<file path="src/hdl/bcc_pkg.sv">
// shared constants for the buck converter configuration registers
package bcc_pkg;
  // ==========================================================
  // register addresses
  localparam logic [15:0] BCC_ADDR_CONV2_CTL2 = 16'h405c;
  localparam logic [15:0] BCC_ADDR_CONV2_ON = 16'h405d;
  localparam logic [15:0] BCC_ADDR_CONV2_SLEEP = 16'h405e;
  localparam logic [15:0] BCC_ADDR_CONV2_SCALE = 16'h405f;
  localparam logic [15:0] BCC_ADDR_CONV3_CTL1 = 16'h4060;
  localparam logic [15:0] BCC_ADDR_USER_KEY = 16'h4008;
  // arbitrary unlock value
  localparam logic [15:0] BCC_USER_KEY_VALUE = 16'h9716;
  // ==========================================================
  // field positions
  localparam int BCC_SLOT_LSB = 13;
  localparam int BCC_MODE_LSB = 8;
  localparam int BCC_VHI_LSB = 2;
  localparam int BCC_SRC_LSB = 11;
  localparam int BCC_THR_LSB = 4;
  localparam int BCC_IND_BIT = 0;
  localparam int BCC_PHASE_BIT = 12;
  localparam int BCC_FLT_BIT = 7;
  localparam int BCC_SS_LSB = 4;
  localparam int BCC_LIM_LSB = 2;
  localparam int BCC_CAP_LSB = 0;
  // ==========================================================
  // reset values
  localparam logic [1:0] BCC_SS_RESET = 2'h1;
  localparam logic [1:0] BCC_LIM_RESET = 2'h1;
  localparam logic [1:0] BCC_CAP_RESET = 2'h0;
  // ==========================================================
  // voltage and current code mapping
  localparam logic [6:0] BCC_VCODE_MIN = 7'h08;
  localparam logic [6:0] BCC_VCODE_MAX = 7'h68;
  localparam logic [20:0] BCC_VMIN_UV = 21'd600000;
  localparam logic [20:0] BCC_VMAX_UV = 21'd1800000;
  localparam logic [20:0] BCC_VSTEP_UV = 21'd12500;
  localparam logic [11:0] BCC_THR_STEP_MA = 12'd250;
  localparam logic [8:0] BCC_LIM_BASE_MA = 9'd50;
  // ==========================================================
  // soft-start timing
  localparam real BCC_CLK_MHZ = 50.0;
  localparam real BCC_SS_T1_US = 512.0;
  localparam real BCC_SS_T2_MS = 4.096;
  localparam real BCC_SS_T3_MS = 32.768;
  localparam int BCC_SS_C1 = int'(BCC_SS_T1_US * BCC_CLK_MHZ);
  localparam int BCC_SS_C2 = int'(BCC_SS_T2_MS * 1000.0 * BCC_CLK_MHZ);
  localparam int BCC_SS_C3 = int'(BCC_SS_T3_MS * 1000.0 * BCC_CLK_MHZ);
  localparam int BCC_SS_STEPS = 3;
  localparam int BCC_SS_TW = 21;
  // ==========================================================
  // types
  typedef enum logic [2:0] {
    BCC_SS_IDLE = 3'b001,
    BCC_SS_STEP = 3'b010,
    BCC_SS_RUN = 3'b100
  } bcc_ss_state_t;
endpackage

</file>
<file path="src/hdl/bcc_ss_if.sv">
// soft-start request and progress between register bank and sequencer
`timescale 1ns/1ns
interface bcc_ss_if;
  logic start;
  logic [1:0] code;
  logic [1:0] step;
  logic done;
  modport bank (output start, output code, input step, input done);
  modport seq (input start, input code, output step, output done);
endinterface

</file>
<file path="src/hdl/bcc_softstart.sv">
// soft-start current limit step sequencer for the third converter
`timescale 1ns/1ns
module bcc_softstart import bcc_pkg::*; #(
  parameter int SS_C1 = BCC_SS_C1,
  parameter int SS_C2 = BCC_SS_C2,
  parameter int SS_C3 = BCC_SS_C3
) (
  input wire logic core_clk,
  input wire logic rst,
  bcc_ss_if.seq ss
);
  bcc_ss_state_t state_r;
  logic [BCC_SS_TW-1:0] timer_r;
  logic [BCC_SS_TW-1:0] len_nxt;
  logic [1:0] step_r;

  // code latched at start so a rewrite mid-ramp does not stretch a step
  logic [1:0] code_r;

  always_comb begin
    case (code_r)
      2'h1: len_nxt = BCC_SS_TW'(SS_C1 - 1);
      2'h2: len_nxt = BCC_SS_TW'(SS_C2 - 1);
      default: len_nxt = BCC_SS_TW'(SS_C3 - 1);
    endcase
  end

  // ==========================================================
  // sequencer
  always_ff @(posedge core_clk or posedge rst) begin
    if (rst) begin
      state_r <= BCC_SS_IDLE;
      timer_r <= '0;
      step_r <= 2'h0;
      code_r <= 2'h0;
    end else begin
      case (state_r)
        BCC_SS_IDLE: begin
          timer_r <= '0;
          step_r <= 2'h0;
          code_r <= ss.code;
          if (ss.start) begin
            if (ss.code == 2'h0) begin
              state_r <= BCC_SS_RUN;
              step_r <= 2'(BCC_SS_STEPS);
            end else begin
              state_r <= BCC_SS_STEP;
            end
          end
        end
        BCC_SS_STEP: begin
          if (!ss.start) begin
            // abort drops the step at once so the limit never lingers high
            state_r <= BCC_SS_IDLE;
            step_r <= 2'h0;
          end else if (timer_r == len_nxt) begin
            timer_r <= '0;
            step_r <= step_r + 2'h1;
            if (step_r == 2'(BCC_SS_STEPS - 1)) begin
              state_r <= BCC_SS_RUN;
            end
          end else begin
            timer_r <= timer_r + BCC_SS_TW'(1);
          end
        end
        BCC_SS_RUN: begin
          if (!ss.start) begin
            state_r <= BCC_SS_IDLE;
            step_r <= 2'h0;
          end
        end
        default: state_r <= BCC_SS_IDLE;
      endcase
    end
  end

  assign ss.step = step_r;
  assign ss.done = (state_r == BCC_SS_RUN);
endmodule

</file>
<file path="src/hdl/bcc_regs.sv">
// configuration register bank for the second and third buck converters
// Operation
// - threshold is 250 mA times code plus one
// - soft-start code zero starts immediately
// - other codes: three steps of set length
// - hysteretic limit 50 mA doubled per code
// - limit writes need unlocked user key
// - capacitor field loaded only from configuration
// - scaling source selects off, register, hardware
// - voltage codes 12.5 mV steps, clamped ends
// - sleep mode code decodes four modes
//
// The strobed register port is this design's own decision.
`timescale 1ns/1ns
module bcc_regs import bcc_pkg::*; #(
  parameter int SS_C1 = BCC_SS_C1,
  parameter int SS_C2 = BCC_SS_C2,
  parameter int SS_C3 = BCC_SS_C3
) (
  input wire logic core_clk,
  input wire logic rst,
  input wire logic [15:0] reg_addr,
  input wire logic [15:0] reg_wdata,
  input wire logic reg_wr,
  input wire logic reg_rd,
  output logic [15:0] reg_rdata,
  input wire logic cfg_load,
  input wire logic [1:0] cfg_cap,
  input wire logic conv3_enable,
  input wire logic scaling_hw1,
  input wire logic scaling_hw2,
  output logic user_key_unlocked,
  output logic [11:0] conv2_high_current_threshold_ma,
  output logic conv2_high_current_indication_enable,
  output logic [2:0] conv2_on_timeslot,
  output logic [1:0] conv2_on_operating_mode,
  output logic [20:0] conv2_target_uv,
  output logic conv2_scaling_active,
  output logic [2:0] conv2_sleep_timeslot,
  output logic [3:0] conv2_sleep_mode_onehot,
  output logic [20:0] conv2_sleep_uv,
  output logic conv3_switching_phase,
  output logic conv3_fault_flag,
  output logic [8:0] conv3_hysteretic_limit_ma,
  output logic [1:0] conv3_cap_class,
  output logic [1:0] conv3_softstart_limit_step,
  output logic conv3_started
);
  // ==========================================================
  // voltage mapping
  // clamp ends, linear middle
  function automatic logic [20:0] bcc_code_to_uv(input logic [6:0] c);
    logic [20:0] d;
    d = {14'h0, c} - {14'h0, BCC_VCODE_MIN};
    if (c <= BCC_VCODE_MIN) begin
      bcc_code_to_uv = BCC_VMIN_UV;
    end else if (c >= BCC_VCODE_MAX) begin
      bcc_code_to_uv = BCC_VMAX_UV;
    end else begin
      bcc_code_to_uv = BCC_VMIN_UV + 21'(d * BCC_VSTEP_UV);
    end
  endfunction

  // ==========================================================
  // register storage
  logic [2:0] c2_thr_r;
  logic c2_ind_r;
  logic [2:0] c2_on_slot_r;
  logic [1:0] c2_on_mode_r;
  logic [4:0] c2_on_vhi_r;
  logic [1:0] c2_on_vlo_r;
  logic [2:0] c2_slp_slot_r;
  logic [1:0] c2_slp_mode_r;
  logic [6:0] c2_slp_vsel_r;
  logic [1:0] c2_src_r;
  logic [6:0] c2_dvs_vsel_r;
  logic c3_phase_r;
  logic c3_flt_r;
  logic [1:0] c3_ss_r;
  logic [1:0] c3_lim_r;
  logic [1:0] c3_cap_r;
  logic key_r;
  logic [6:0] c2_on_code;
  logic wr_ctl2;
  logic wr_on;
  logic wr_slp;
  logic wr_dvs;
  logic wr_c3;
  logic wr_key;

  assign wr_ctl2 = reg_wr && (reg_addr == BCC_ADDR_CONV2_CTL2);
  assign wr_on = reg_wr && (reg_addr == BCC_ADDR_CONV2_ON);
  assign wr_slp = reg_wr && (reg_addr == BCC_ADDR_CONV2_SLEEP);
  assign wr_dvs = reg_wr && (reg_addr == BCC_ADDR_CONV2_SCALE);
  assign wr_c3 = reg_wr && (reg_addr == BCC_ADDR_CONV3_CTL1);
  assign wr_key = reg_wr && (reg_addr == BCC_ADDR_USER_KEY);

  assign c2_on_code = {c2_on_vhi_r, c2_on_vlo_r};

  // ==========================================================
  // second converter registers
  always_ff @(posedge core_clk or posedge rst) begin
    if (rst) begin
      c2_thr_r <= 3'h0;
      c2_ind_r <= 1'b0;
    end else if (wr_ctl2) begin
      c2_thr_r <= reg_wdata[BCC_THR_LSB +: 3];
      c2_ind_r <= reg_wdata[BCC_IND_BIT];
    end
  end

  always_ff @(posedge core_clk or posedge rst) begin
    if (rst) begin
      c2_on_slot_r <= 3'h0;
      c2_on_mode_r <= 2'h0;
      c2_on_vhi_r <= 5'h00;
      c2_on_vlo_r <= 2'h0;
    end else if (wr_on) begin
      c2_on_slot_r <= reg_wdata[BCC_SLOT_LSB +: 3];
      c2_on_mode_r <= reg_wdata[BCC_MODE_LSB +: 2];
      c2_on_vhi_r <= reg_wdata[BCC_VHI_LSB +: 5];
      c2_on_vlo_r <= reg_wdata[1:0];
    end
  end

  always_ff @(posedge core_clk or posedge rst) begin
    if (rst) begin
      c2_slp_slot_r <= 3'h0;
      c2_slp_mode_r <= 2'h0;
      c2_slp_vsel_r <= 7'h00;
    end else if (wr_slp) begin
      c2_slp_slot_r <= reg_wdata[BCC_SLOT_LSB +: 3];
      c2_slp_mode_r <= reg_wdata[BCC_MODE_LSB +: 2];
      c2_slp_vsel_r <= reg_wdata[6:0];
    end
  end

  always_ff @(posedge core_clk or posedge rst) begin
    if (rst) begin
      c2_src_r <= 2'h0;
      c2_dvs_vsel_r <= 7'h00;
    end else if (wr_dvs) begin
      c2_src_r <= reg_wdata[BCC_SRC_LSB +: 2];
      c2_dvs_vsel_r <= reg_wdata[6:0];
    end
  end

  // ==========================================================
  // user key and third converter control
  // any other value written to the key register locks again
  always_ff @(posedge core_clk or posedge rst) begin
    if (rst) begin
      key_r <= 1'b0;
    end else if (wr_key) begin
      key_r <= (reg_wdata == BCC_USER_KEY_VALUE);
    end
  end

  always_ff @(posedge core_clk or posedge rst) begin
    if (rst) begin
      c3_phase_r <= 1'b0;
      c3_flt_r <= 1'b0;
      c3_ss_r <= BCC_SS_RESET;
    end else if (wr_c3) begin
      c3_phase_r <= reg_wdata[BCC_PHASE_BIT];
      c3_flt_r <= reg_wdata[BCC_FLT_BIT];
      c3_ss_r <= reg_wdata[BCC_SS_LSB +: 2];
    end
  end

  always_ff @(posedge core_clk or posedge rst) begin
    if (rst) begin
      c3_lim_r <= BCC_LIM_RESET;
    end else if (wr_c3 && key_r) begin
      c3_lim_r <= reg_wdata[BCC_LIM_LSB +: 2];
    end
  end

  always_ff @(posedge core_clk or posedge rst) begin
    if (rst) begin
      c3_cap_r <= BCC_CAP_RESET;
    end else if (cfg_load) begin
      c3_cap_r <= cfg_cap;
    end
  end

  // ==========================================================
  // read port, one cycle latency, unmapped reads zero
  always_ff @(posedge core_clk or posedge rst) begin
    if (rst) begin
      reg_rdata <= 16'h0000;
    end else if (reg_rd) begin
      case (reg_addr)
        BCC_ADDR_CONV2_CTL2: reg_rdata <= {9'h000, c2_thr_r, 3'h0, c2_ind_r};
        BCC_ADDR_CONV2_ON: reg_rdata <= {c2_on_slot_r, 3'h0, c2_on_mode_r, 1'b0, c2_on_code};
        BCC_ADDR_CONV2_SLEEP: reg_rdata <= {c2_slp_slot_r, 3'h0, c2_slp_mode_r, 1'b0, c2_slp_vsel_r};
        BCC_ADDR_CONV2_SCALE: reg_rdata <= {3'h0, c2_src_r, 4'h0, c2_dvs_vsel_r};
        BCC_ADDR_CONV3_CTL1: reg_rdata <= {3'h0, c3_phase_r, 4'h0, c3_flt_r, 1'b0, c3_ss_r, c3_lim_r, c3_cap_r};
        BCC_ADDR_USER_KEY: reg_rdata <= {15'h0000, key_r};
        default: reg_rdata <= 16'h0000;
      endcase
    end else begin
      reg_rdata <= 16'h0000;
    end
  end

  // ==========================================================
  // decoded settings for the converter analog control
  logic scale_sel;
  always_comb begin
    case (c2_src_r)
      2'h1: scale_sel = 1'b1;
      2'h2: scale_sel = scaling_hw1;
      2'h3: scale_sel = scaling_hw2;
      default: scale_sel = 1'b0;
    endcase
  end

  always_ff @(posedge core_clk or posedge rst) begin
    if (rst) begin
      conv2_scaling_active <= 1'b0;
      conv2_target_uv <= BCC_VMIN_UV;
      conv2_sleep_uv <= BCC_VMIN_UV;
    end else begin
      conv2_scaling_active <= scale_sel;
      conv2_target_uv <= bcc_code_to_uv(scale_sel ? c2_dvs_vsel_r : c2_on_code);
      conv2_sleep_uv <= bcc_code_to_uv(c2_slp_vsel_r);
    end
  end

  always_ff @(posedge core_clk or posedge rst) begin
    if (rst) begin
      conv2_high_current_threshold_ma <= BCC_THR_STEP_MA;
      conv3_hysteretic_limit_ma <= BCC_LIM_BASE_MA << BCC_LIM_RESET;
      conv3_cap_class <= 2'h0;
      conv2_sleep_mode_onehot <= 4'h1;
    end else begin
      conv2_high_current_threshold_ma <= 12'({9'h000, c2_thr_r} + 12'h001) * BCC_THR_STEP_MA;
      conv3_hysteretic_limit_ma <= BCC_LIM_BASE_MA << c3_lim_r;
      conv3_cap_class <= (c3_cap_r == 2'h1) ? 2'h0 : c3_cap_r;
      conv2_sleep_mode_onehot <= 4'h1 << c2_slp_mode_r;
    end
  end

  assign user_key_unlocked = key_r;
  assign conv2_high_current_indication_enable = c2_ind_r;
  assign conv2_on_timeslot = c2_on_slot_r;
  assign conv2_on_operating_mode = c2_on_mode_r;
  assign conv2_sleep_timeslot = c2_slp_slot_r;
  assign conv3_switching_phase = c3_phase_r;
  assign conv3_fault_flag = c3_flt_r;

  // ==========================================================
  // soft-start sequencer
  bcc_ss_if ss();
  assign ss.start = conv3_enable;
  assign ss.code = c3_ss_r;
  assign conv3_softstart_limit_step = ss.step;
  assign conv3_started = ss.done;

  bcc_softstart #(
    .SS_C1(SS_C1),
    .SS_C2(SS_C2),
    .SS_C3(SS_C3)
  ) u_ss (
    .core_clk(core_clk),
    .rst(rst),
    .ss(ss)
  );
endmodule

</file>
<file path="config.mk">
export PLATFORM = sky130hd
export DESIGN_NAME = bcc_regs
export DESIGN_NICKNAME = d
export VERILOG_FILES = /design/src/hdl/bcc_pkg.sv /design/src/hdl/bcc_ss_if.sv /design/src/hdl/bcc_softstart.sv /design/src/hdl/bcc_regs.sv
export SDC_FILE = /design/constraint.sdc
export NUM_CORES = 1
export LEC_CHECK = 0
export BUFFER_PORTS_ARGS = -buffer_cell sky130_fd_sc_hd__buf_4
export CORE_AREA = 2 2 186 188
export DETAILED_ROUTE_END_ITERATION = 7
export DIE_AREA = 0 0 188 190
export PLACE_DENSITY = 0.59
export REMOVE_ABC_BUFFERS = 1
export SYNTH_ARGS = -nofsm -noshare
export SYNTH_HDL_FRONTEND = slang
export SYNTH_SLANG_ARGS = --single-unit
</file>
<file path="constraint.sdc">
create_clock -name core_clk -period 18.68 [get_ports core_clk]
set_input_delay 1.868 -clock core_clk [delete_from_list [all_inputs] [get_ports core_clk]]
set_output_delay 1.868 -clock core_clk [all_outputs]
set_load 0.01 [all_outputs]
</file>
### After elaboration in Yosys (flattened, before gate mapping)

Index checks and enable logic that the tools add are counted.

* $lt $le $gt $ge: 4
* $mul: 3
* equality and inequality tests: 23
* shift operators: 2
* $add $sub $neg: 7
* reduce and logical (&&, ||, !) cells: 13
* muxes and demuxes: 26

Operator list (number)
* 21-bit 2-to-1 mux: 6
* 16-bit by 15-bit equality test with 1-bit output (second input constant): 6
* 16-bit one-hot mux with 6 select lines: 1
* 21-bit one-hot mux with 2 select lines: 2
* 20-bit by 21-bit adder with 21-bit output (first input constant): 2
* 21-bit by 12-bit multiplier with 19-bit output (second input constant): 2
* 21-bit by 1-bit adder with 21-bit output (second input constant): 1
* 21-bit equality test: 1
* 3-bit 2-to-1 mux: 6
* 16-bit equality test (second input constant): 1
* 16-bit 2-to-1 mux: 1
* 7-bit by 4-bit subtractor with 8-bit output (second input constant): 2
* 7-bit greater-or-equal comparator (second input constant): 2
* 7-bit by 4-bit <= comparator with 1-bit output (second input constant): 2
* 2-bit 2-to-1 mux: 6
* 4-bit by 7-bit multiplier with 11-bit output (second input constant): 1
* 3-bit one-hot mux with 3 select lines: 1
* 6-bit by 2-bit << shifter with 9-bit output (first input constant): 1
* 2-bit equality test (second input constant): 4
* 1-bit logical AND: 7
* 7-bit 2-to-1 mux: 1
* 2-bit by 1-bit equality test with 1-bit output (second input constant): 3
* 2-bit != test (second input constant): 3
* 3-bit by 2-bit != test with 1-bit output (second input constant): 2
* other kinds (14): 14

* input bits: 42
* register bits after elaboration: 159
* logic and storage cells: 107
* output and inout port bits: 101

### Logic depth before layout (Yosys ltp)

Gate-level depths: netlist of run 1.

* depth in word-level cells: 8
* depth in mapped cells: 25
* depth with buffers taken out: 24

### By module

A second synthesis of run 1 with hierarchy kept.

* cell total of the unflattened synthesis: 1161
* area, all modules: 11785.1 um2

By module, submodules not included
* bcc_regs: instances 1, cells an instance 975, area each 10124.7 um2
* bcc_softstart: instances 1, cells an instance 186, area each 1660.3 um2

### Worst setup path before layout of run 1

No wires, ideal clock.

* kind: in2reg
* start point: in scaling_hw2
* end point: reg conv2_target_uv[20]
* path buffers: 0
* cell stages on the path: 24
* arrival time: 7.220 ns
* required time: 18.553 ns
* path slack: 11.332 ns
* cells stage by stage: and4b_1 -> a41o_1 -> a311oi_2 -> nand3_1 -> inv_1 -> or2_2 -> ha_1 -> inv_1 -> fa_1 -> inv_1 -> ha_1 -> inv_1 -> fa_1 -> fa_1 -> inv_1 -> ha_1 -> a21oi_1 -> o21ai_0 -> a211oi_1 -> xnor2_1 -> o31ai_1 -> a31oi_1 -> xnor2_1 -> a21boi_1

* cells in the longest elaborated chain, start to end: 7

RTL lines
* from (decl): RTL line bcc_regs.sv:31 `input wire logic scaling_hw2,`
* 1-bit one-hot mux with 3 select lines (*): RTL line bcc_regs.sv:211 `case (c2_src_r)`
* 7-bit 2-to-1 mux (*): RTL line bcc_regs.sv:226 `conv2_target_uv <= bcc_code_to_uv(scale_sel ? c2_dvs_vsel_r : c2_on_code);`
* 7-bit by 4-bit subtractor with 8-bit output: RTL line bcc_regs.sv:54 `d = {14'h0, c} - {14'h0, BCC_VCODE_MIN};`
* 21-bit by 12-bit multiplier with 19-bit output: RTL line bcc_regs.sv:60 `bcc_code_to_uv = BCC_VMIN_UV + 21'(d * BCC_VSTEP_UV);`
* 20-bit by 21-bit adder with 21-bit output: RTL line bcc_regs.sv:60
* 21-bit 2-to-1 mux: RTL line bcc_regs.sv:57 `end else if (c >= BCC_VCODE_MAX) begin`
* 21-bit 2-to-1 mux (*): RTL line bcc_regs.sv:55 `if (c <= BCC_VCODE_MIN) begin`
* to (signal assigned): RTL line bcc_regs.sv:226
* to (decl): RTL line bcc_regs.sv:37 `output logic [20:0] conv2_target_uv,`

Every way passes the cells marked *; elsewhere a longest branch is shown, timed or not.
A chain may end at the register's enable or synchronous reset.

### Worst setup path in the final report of run 1

Same ends and word-level chain as after synthesis.

==> impl_metrics.toml, run 1 <==
[critical_path]
r2r-end = "conv2_target_uv[20]$_DFF_PP0_"
critPathMaxFanout = 13
r2r-start = "c2_src_r[0]$_DFFE_PP0P_"
worstPathRequired_ns = 18.99
critical_path.top_delay_family = "adder cells"
cp_data_arrival_time_ns = 8.70
r2r_setup_slack_ns = 11.20
start_kind = "input port"
cp_common_cell = "inv_1"
crit_slowest_cell = "nand3_1"
r2r_cells = 24
crit_buf_inv = 6
crit_type = "input port to register"
cp-end-kind = "register"
slowest_delay_ns = 0.63

[detailed_routing]
postRouteAntennaNets = 0
first_pass_iters = 4
vias = 8466
routed_via_density = 4.85
wl_per_cell_um = 15.2
drcViolationCount = 0
drtIter0Drc = 431
wl_um = 26500

[min_path]
hold_depth = 0
hold_path.class = "register to register"
min_to = "conv3_cap_class[1]$_DFF_PP0_"
worst_hold_startpoint = "c3_cap_r[1]$_DFFE_PP0P_"

[cells_and_area]
area_growth_pct = 18.2
final_layout_size_suffix_gt1_share_pct = 21.1
layout.nets = 1515
mostFrequentLayoutCells = "151 x inv_1, 148 x ha_1, 138 x buf_4, 124 x dfrtp_1, 68 x nand2_1"
antenna_cells = 0
layout_commonest_cell = "inv_1"

[clock_tree]
cts_tree = "yes"
cts.repair.resized = 0
clock_latency_ns = 0.43
clkTransAtPathRegs_ns = 0.07
cts_max_level = 4
cts_setup_buffers = 0
clockRootBuffer = "clkbuf_16"
cts.path.max_buffers = 2
numCtsBuffers = 17
holdBufCountCts = 0
cts.sinks = 153

[logic_synthesis]
syn_inst = 1145
synth_flop_cell = "dfrtp_1"
avgSynthCellArea_um2 = 10.2
synth_area_mm2 = 0.0116
synth-async-reset-ratio_pct = 100
seq_area_frac_synth_pct = 33.3
yosys_warnings = 0
synth.distinct_cells = 81
ys_seq_elements = 153
synth_edf_count = 0

[grt]
grt_max_degree = 90
antenna_found_initial = 0
grtUsageMet3_pct = 2.53
met2_usage_pct = 25.9
grtUsageTotal_pct = 15.4
grt_pass1_wl_um = 44300
use_met1_pct = 20.6
grt.overflow.total = 0
grt_pass1_vias = 8646
busiest_layer = "met2"

[placement]
dp_hpwl_um = 21300
gp_congestion = 0.876
portBuffers = 135

[timing]
slew_violations = 0
fmax_ghz = 0.119
finalHoldViolations = 0
tns_ns = 0
tightestPinTransition_ns = 0.887
hold_ws_ns = 0.424
finalSetupViolations = 0
fin_crit_ns = 8.38
fin_crit_sh_pct = 44.9
rsz0062_at_grt = "false"
fin_worst_skew_ns = 0.0107
slew_headroom_pct = 40.8

[floorplan]
pin_count = 143
die_area_mm2 = 0.0357
core_area_mm2 = 0.0339
num_rows = 68
die_x_um = 188
dieHeight_um = 190
initial_core_util_pct = 34.2

[run]
cap_viol_max_count = 0

[pwr]
ir_drop_v = 0.0000592
leakagePower_nw = 6.72
pwr_density_cell_mw_per_mm2 = 58.9

[run_status]
outcome = "finished clean"
power breakdown:
part	leakage, nW	switching [mW]	total (mW)	internal, mW
Sequential	2.00	0.00663	0.344	0.337
Combinational	4.41	0.0567	0.0957	0.0390
Clock	0.306	0.152	0.369	0.217
Total	6.72	0.216	0.809	0.593
Yosys cell counts, drive strengths merged (11+ instances only):
master / count / area share [%]
a22oi: 11 / 0.75
inv: 153 / 4.9
fa: 47 / 8.1
xor2: 36 / 2.7
nor3: 27 / 1.3
buf: 20 / 1.0
nor3b: 11 / 0.75
nor2b: 13 / 0.70
nand2: 68 / 2.2
dfrtp: 124 / 27
nand2b: 17 / 0.91
nand3: 18 / 0.78
mux2: 49 / 4.7
ha: 148 / 16
o21ai: 53 / 2.3
and3: 15 / 0.81
a21oi: 31 / 1.4
dfstp: 29 / 6.6
xnor2: 59 / 4.4
nor2: 65 / 2.1
metrics by stage:
stage	setup WS [ns]	std cells	util, %	power [mW]	cell area (µm²)
final	10.30	1746	40.5	0.809	13700
after global placement	10.10	1714	38.6	0.445	13100
after CTS	10.32	1746	40.5	0.823	13700
after floorplan	10.80	1121	-	0.413	11500
after detailed placement	9.91	1714	38.6	0.446	13100
after global routing	9.76	1746	40.5	0.847	13700
state kept, by name, summed over array words and instances, names as in the netlist, 4 cells and up:
register and count:
reg_rdata 15, conv2_high_current_threshold_ma 11, u_ss.timer_r 21, c2_on_vhi_r 5
c2_slp_vsel_r 7, conv2_sleep_uv 19, conv2_target_uv 19, conv2_sleep_mode_onehot 4
c2_dvs_vsel_r 7, conv3_hysteretic_limit_ma 8
cell type report:
type | count | area, µm²
fillers | 3294 | 20200
repair buffers | 138 | 1040
well taps | 455 | 569
clock inverters | 14 | 205
inverters | 153 | 579
clock buffers | 18 | 429
multi-input cells | 815 | 7050
flip-flops and latches | 153 | 3860
routing by layer:
| metal | wire length, µm | up-vias |
|---|---|---|
| li1 | - | 4138 |
| met1 | 12100 | 4146 |
| met2 | 13000 | 154 |
| met3 | 990 | 28 |
| met4 | 414 | 0 |
| met5 | 0 | - |
how the worst max path moves through the flow:
stage | start | to | slack (ns) | cells after the start
after floorplan | scaling_hw2 | conv2_target_uv[20]$_DFF_PP0_ | 10.80 | 24
after global placement | scaling_hw2 | conv2_target_uv[20]$_DFF_PP0_ | 10.10 | 25
after detailed placement | scaling_hw2 | conv2_target_uv[20]$_DFF_PP0_ | 9.91 | 25
after CTS | scaling_hw2 | conv2_target_uv[20]$_DFF_PP0_ | 10.32 | 25
after global routing | scaling_hw2 | conv2_target_uv[20]$_DFF_PP0_ | 9.76 | 25
final | scaling_hw2 | conv2_target_uv[20]$_DFF_PP0_ | 10.30 | 25
cells by family after synthesis:
family	synth area share, %
flops	33.3
mux	6.30
xor+xnor	7.16
compound gates	10.8
simple gates	12.2
buf+inv	6.28
fa+ha+maj	24.0
other cells	0.0323
(Power assumes the default switching activity.)
==> inputs of run 2 (changes only) <==
clock period = 8.1 ns   (was 18.68 ns; I/O delays follow)
==> run 2 against run 1 <==
Worst setup slack got worse by 9.1 ns. Clock-buffer cell count is 1 lower. Die area is the same. Design area fell by 0.21%. Flip-flop and latch count stayed put. Via count barely moved. Global-route usage barely moved. Utilization is 0.085 points lower. Critical path depth stayed put.
==> impl_metrics.toml, run 2 (synthesis results as in run 1) <==
[cells_and_area]
utilization_pct = 40.4
layout_commonest_cell = "inv_1"
final_cells = 1747
nFillCells = 3329
design_area_mm2 = 0.0137
area_growth_pct = 17.9
max_flop_register = "u_ss.timer_r"
mostFrequentLayoutCells = "151 x inv_1, 148 x ha_1, 139 x buf_4, 124 x dfrtp_1, 68 x nand2_1"
final_layout_size_suffix_gt1_share_pct = 21.2
layout.nets = 1516
top_regs = "u_ss.timer_r: 21 flops, conv2_sleep_uv: 19 flops, conv2_target_uv: 19 flops"
antenna_cells = 0
largest_register_ffs = 21
multi_input_area_mm2 = 0.00705
regArea_mm2 = 0.00386

[timing]
fmax_ghz = 0.145
slew_headroom_pct = 35.2
fin_worst_skew_ns = 0.00990
rsz0062_at_grt = "false"
slew_violations = 0
tns_ns = 0
tightestPinTransition_ns = 0.973
fin_crit_sh_pct = 85.1
fin_crit_ns = 6.90
finalSetupViolations = 0
finalHoldViolations = 0

[placement]
gp_congestion = 0.865
dp_hpwl_um = 21400
portBuffers = 135
dp.cells = 1715
place_area_mm2 = 0.0131

[run_status]
outcome = "finished clean"

[detailed_routing]
vias = 8459
wl_um = 26800
routed_via_density = 4.84
wl_per_cell_um = 15.3
postRouteAntennaNets = 0
first_pass_iters = 5
drcViolationCount = 0
drtIter0Drc = 392

[critical_path]
cp_common_cell = "inv_1"
crit_slowest_cell = "fa_1"
critPathMaxFanout = 13
cp_data_arrival_time_ns = 7.22
start_kind = "register"
worstPathRequired_ns = 8.42
slowest_delay_ns = 0.56
cp-end-kind = "register"
crit_type = "register to register"

[floorplan]
die_area_mm2 = 0.0357
dieHeight_um = 190
die_x_um = 188
initial_core_util_pct = 34.2
num_rows = 68
core_area_mm2 = 0.0339
pin_count = 143

[clock_tree]
cts_max_level = 4
cts_setup_buffers = 0
numCtsBuffers = 17
cts.repair.resized = 0
clkTransAtPathRegs_ns = 0.07
clockRootBuffer = "clkbuf_16"
cts.path.max_buffers = 2
cts_tree = "yes"
clock_latency_ns = 0.44
holdBufCountCts = 0
cts.sinks = 153

[run]
cap_viol_max_count = 0

[pwr]
leakagePower_nw = 6.71
pwr_density_cell_mw_per_mm2 = 132
ir_drop_v = 0.000132

[grt]
antenna_found_initial = 1
grt_pass1_wl_um = 44200
grt_pass1_vias = 8639
grtUsageTotal_pct = 15.4
grt.overflow.total = 0
grt_max_degree = 91

[min_path]
hold_path.class = "register to register"
==> run 2: final timing paths <==
kind / startpoint / endpoint / slack (ns) / cells after the start
min: c3_cap_r[1]$_DFFE_PP0P_ / conv3_cap_class[1]$_DFF_PP0_ / 0.42 / 0
min in group asynchronous: rst / conv2_high_current_threshold_ma[8]$_DFF_PP0_ / 0.54 / 2
min reg2reg: c3_cap_r[1]$_DFFE_PP0P_ / conv3_cap_class[1]$_DFF_PP0_ / 0.42 / 0
max in group asynchronous: rst / c2_on_vlo_r[1]$_DFFE_PP0P_ / 6.24 / 3
max: c2_src_r[0]$_DFFE_PP0P_ / conv2_target_uv[20]$_DFF_PP0_ / 1.20 / 25
max reg2reg: c2_src_r[0]$_DFFE_PP0P_ / conv2_target_uv[20]$_DFF_PP0_ / 1.20 / 25
==> run 2: final cells by class <==
| class | count | share of cell area [%] |
|---|---|---|
| clock buffer | 17 | 3.10 |
| clock inverter | 15 | 1.26 |
| inverter | 153 | 4.23 |
| multi-input combinational | 815 | 51.4 |
| sequential | 153 | 28.2 |
| tap | 455 | 4.15 |
| timing repair buffer | 139 | 7.61 |
==> run 2: power by group <==
group / internal [mW] / switching, mW / leakage [nW]
Clock: 0.417 / 0.382 / 0.289
Sequential: 0.777 / 0.0144 / 2.00
Combinational: 0.0898 / 0.131 / 4.41
Total: 1.28 / 0.528 / 6.71
==> run 2: per-layer routing <==
| metal | track usage, % | vias to the layer above | routed length, µm |
|---|---|---|---|
| met3 | 2.93 | 33 | 976 |
| met4 | 4.45 | 2 | 480 |
| li1 | - | 4146 | - |
| met2 | 25.8 | 138 | 13000 |
| met1 | 20.3 | 4140 | 12300 |
| met5 | 0 | - | 13 |
==> run 2: stage by stage <==
step	worst slack, ns	power, mW	hold WS [ns]
final	1.20	1.81	0.421
after global routing	0.680	1.89	0.430
after CTS	1.20	1.84	0.431
after detailed placement	0.914	1.03	0.419
after global placement	1.04	1.03	0.413
after floorplan	1.28	0.952	0.384
==> run 2: worst max-delay path: cells and delay by family, from the launching register on <==
kind                       cells  cell delay (ns)
AOI/OAI and AO/OA              8             2.09
buffers and inverters          7             1.03
xor gates and xnor gates       2             0.38
DFF                            1             0.53
adders and majority gates      6             2.43
and+or+nand+nor                2             0.35
==> inputs of run 3 (changes only) <==
--- a/config.mk
+++ b/config.mk
@@ -10,4 +10,5 @@
 export DETAILED_ROUTE_END_ITERATION = 7
 export DIE_AREA = 0 0 188 190
+export MAX_ROUTING_LAYER = met4
 export PLACE_DENSITY = 0.59
 export REMOVE_ABC_BUFFERS = 1
==> constraint.sdc (replaced) <==
create_clock -name core_clk -period 8.1 [get_ports core_clk]
set_input_delay 0 -clock core_clk [delete_from_list [all_inputs] [get_ports core_clk]]
set_output_delay 0 -clock core_clk [all_outputs]
set_load 0.01 [all_outputs]
==> run 3 against run 2 <==
First-iteration DRC count increased by 9.7%. Clock power about the same. Global-route usage increased by 0.76 points. Total power increased by 0.73%. Sequential power about the same. Clock skew increased by 0.0085 ns. Non-clock buffer count increased by 27. Via count increased by 1.3%. Hold slack got worse by 0.39 ns. Critical path type unchanged.
==> impl_metrics.toml, run 3 (synthesis results as in run 1) <==
[floorplan]
num_rows = 68
die_x_um = 188
dieHeight_um = 190
core_area_mm2 = 0.0339
die_area_mm2 = 0.0357
pin_count = 143
initial_core_util_pct = 34.2

[placement]
dp_hpwl_um = 21200
place_area_mm2 = 0.0131
place_ws_ns = 1.28
portBuffers = 135
dp.cells = 1715
gp_congestion = 0.859

[critical_path]
r2r-start = "c2_src_r[0]$_DFFE_PP0P_"
crit_type = "register to register"
r2r-end = "conv2_target_uv[20]$_DFF_PP0_"
r2r_cells = 25
cp_data_arrival_time_ns = 7.17
start_kind = "register"
critPathMaxFanout = 13
cp-end-kind = "register"
r2r_setup_slack_ns = 1.26
worstPathRequired_ns = 8.43

[cells_and_area]
layout.nets = 1543
area_growth_pct = 20.3
top_regs = "u_ss.timer_r: 21 flops, conv2_sleep_uv: 19 flops, conv2_target_uv: 19 flops"
mostFrequentLayoutCells = "151 x inv_1, 148 x ha_1, 139 x buf_4, 124 x dfrtp_1, 68 x nand2_1"
largest_register_ffs = 21
final_cells = 1776
final_layout_size_suffix_gt1_share_pct = 20.8
layout_commonest_cell = "inv_1"
max_flop_register = "u_ss.timer_r"
utilization_pct = 41.2
design_area_mm2 = 0.0140

[grt]
grt.overflow.total = 0
grt_pass1_vias = 8722
grtUsageMet3_pct = 2.93
use_met1_pct = 20.7
grt_pass1_wl_um = 45000
grt_max_degree = 90
grtUsageTotal_pct = 16.2
busiest_layer = "met2"
antenna_found_initial = 2
met2_usage_pct = 26.1

[clock_tree]
cts.repair.resized = 0
holdBufCountCts = 27
cts_tree = "yes"
cts_setup_buffers = 0
cts_max_level = 4
clkTransAtPathRegs_ns = 0.08
numCtsBuffers = 17
cts.sinks = 153
clock_latency_ns = 0.45
cts.path.max_buffers = 2
clockRootBuffer = "clkbuf_16"

[run]
cap_viol_max_count = 0

[run_status]
outcome = "finished clean"

[timing]
finalSetupViolations = 0
tns_ns = 0
finalHoldViolations = 0
fin_crit_sh_pct = 84.5
tightestPinTransition_ns = 0.863
fmax_ghz = 0.146
fin_worst_skew_ns = 0.0184
slew_headroom_pct = 42.4
fin_ws_ns = 1.26
slew_violations = 0
rsz0062_at_grt = "false"
fin_crit_ns = 6.84
hold_ws_ns = 0.0320

[detailed_routing]
drtIter0Drc = 430
drcViolationCount = 0
routed_via_density = 4.82
wl_um = 27100
vias = 8569
postRouteAntennaNets = 0
wl_per_cell_um = 15.2
first_pass_iters = 5

[min_path]
worst_hold_startpoint = "reg_addr[5]"
min_to = "reg_rdata[12]$_DFF_PP0_"
hold_path.class = "input port to register"
hold_depth = 5

[pwr]
leakagePower_nw = 6.82
ir_drop_v = 0.000113
pwr_density_cell_mw_per_mm2 = 131
power.total_mw = 1.83
[run 3: changes by cell type in the layout (fill, tap and decap cells not counted), sizes merged]
cell | before | now
diode | 0 | 2
clkinv | 6 | 5
inv | 161 | 162
dlygate4sd3 | 0 | 27
[run 3: final cells by class]
| type | instances | area [µm²] |
|---|---|---|
| diodes | 2 | 5.00 |
| clock buffers | 17 | 425 |
| clock inverters | 15 | 170 |
| fillers | 3305 | 20000 |
| inverters | 153 | 579 |
| multi-input cells | 815 | 7050 |
| flip-flops and latches | 153 | 3860 |
| well taps | 455 | 569 |
| repair buffers | 166 | 1310 |
[run 3: critical path, stage by stage (launching register included)]
cell,delay [ns]
dfrtp_1,0.53
inv_1,0.19
o32a_1,0.39
a22oi_2,0.38
nand3_1,0.13
buf_4,0.23
inv_1,0.32
or2_2,0.24
ha_1,0.18
inv_1,0.07
fa_1,0.54
inv_1,0.08
ha_1,0.28
inv_1,0.05
fa_1,0.50
fa_1,0.56
inv_1,0.05
ha_1,0.36
a21oi_1,0.23
o21ai_0,0.14
a211oi_1,0.46
xnor2_1,0.24
o31ai_1,0.15
a31oi_1,0.21
xnor2_1,0.14
a21boi_1,0.08
[run 3: metal layers]
| metal | vias to the layer above | part of all wire, % |
|---|---|---|
| li1 | 4198 | - |
| met1 | 4205 | 46 |
| met4 | 0 | 1.8 |
| met5 | - | 0 |
| met3 | 30 | 3.1 |
| met2 | 136 | 49 |
[run 3: worst max-delay path by stage]
stage / startpoint / endpoint / slack [ns] / depth (start not counted)
after detailed placement: c2_src_r[0]$_DFFE_PP0P_ / conv2_target_uv[20]$_DFF_PP0_ / 1.28 / 25
after global routing: c2_src_r[0]$_DFFE_PP0P_ / conv2_target_uv[20]$_DFF_PP0_ / 0.71 / 25
after global placement: c2_src_r[0]$_DFFE_PP0P_ / conv2_target_uv[20]$_DFF_PP0_ / 1.46 / 25
after CTS: c2_src_r[0]$_DFFE_PP0P_ / conv2_target_uv[20]$_DFF_PP0_ / 1.24 / 25
final: c2_src_r[0]$_DFFE_PP0P_ / conv2_target_uv[20]$_DFF_PP0_ / 1.26 / 25
after floorplan: c2_src_r[0]$_DFFE_PP0P_ / conv2_target_uv[20]$_DFF_PP0_ / 1.59 / 24
[run 3: where the power goes]
group | internal (mW) | leakage (nW) | switching, mW | total [mW]
Sequential | 0.777 | 2.00 | 0.0160 | 0.794
Clock | 0.416 | 0.288 | 0.382 | 0.798
Combinational | 0.0990 | 4.53 | 0.135 | 0.234
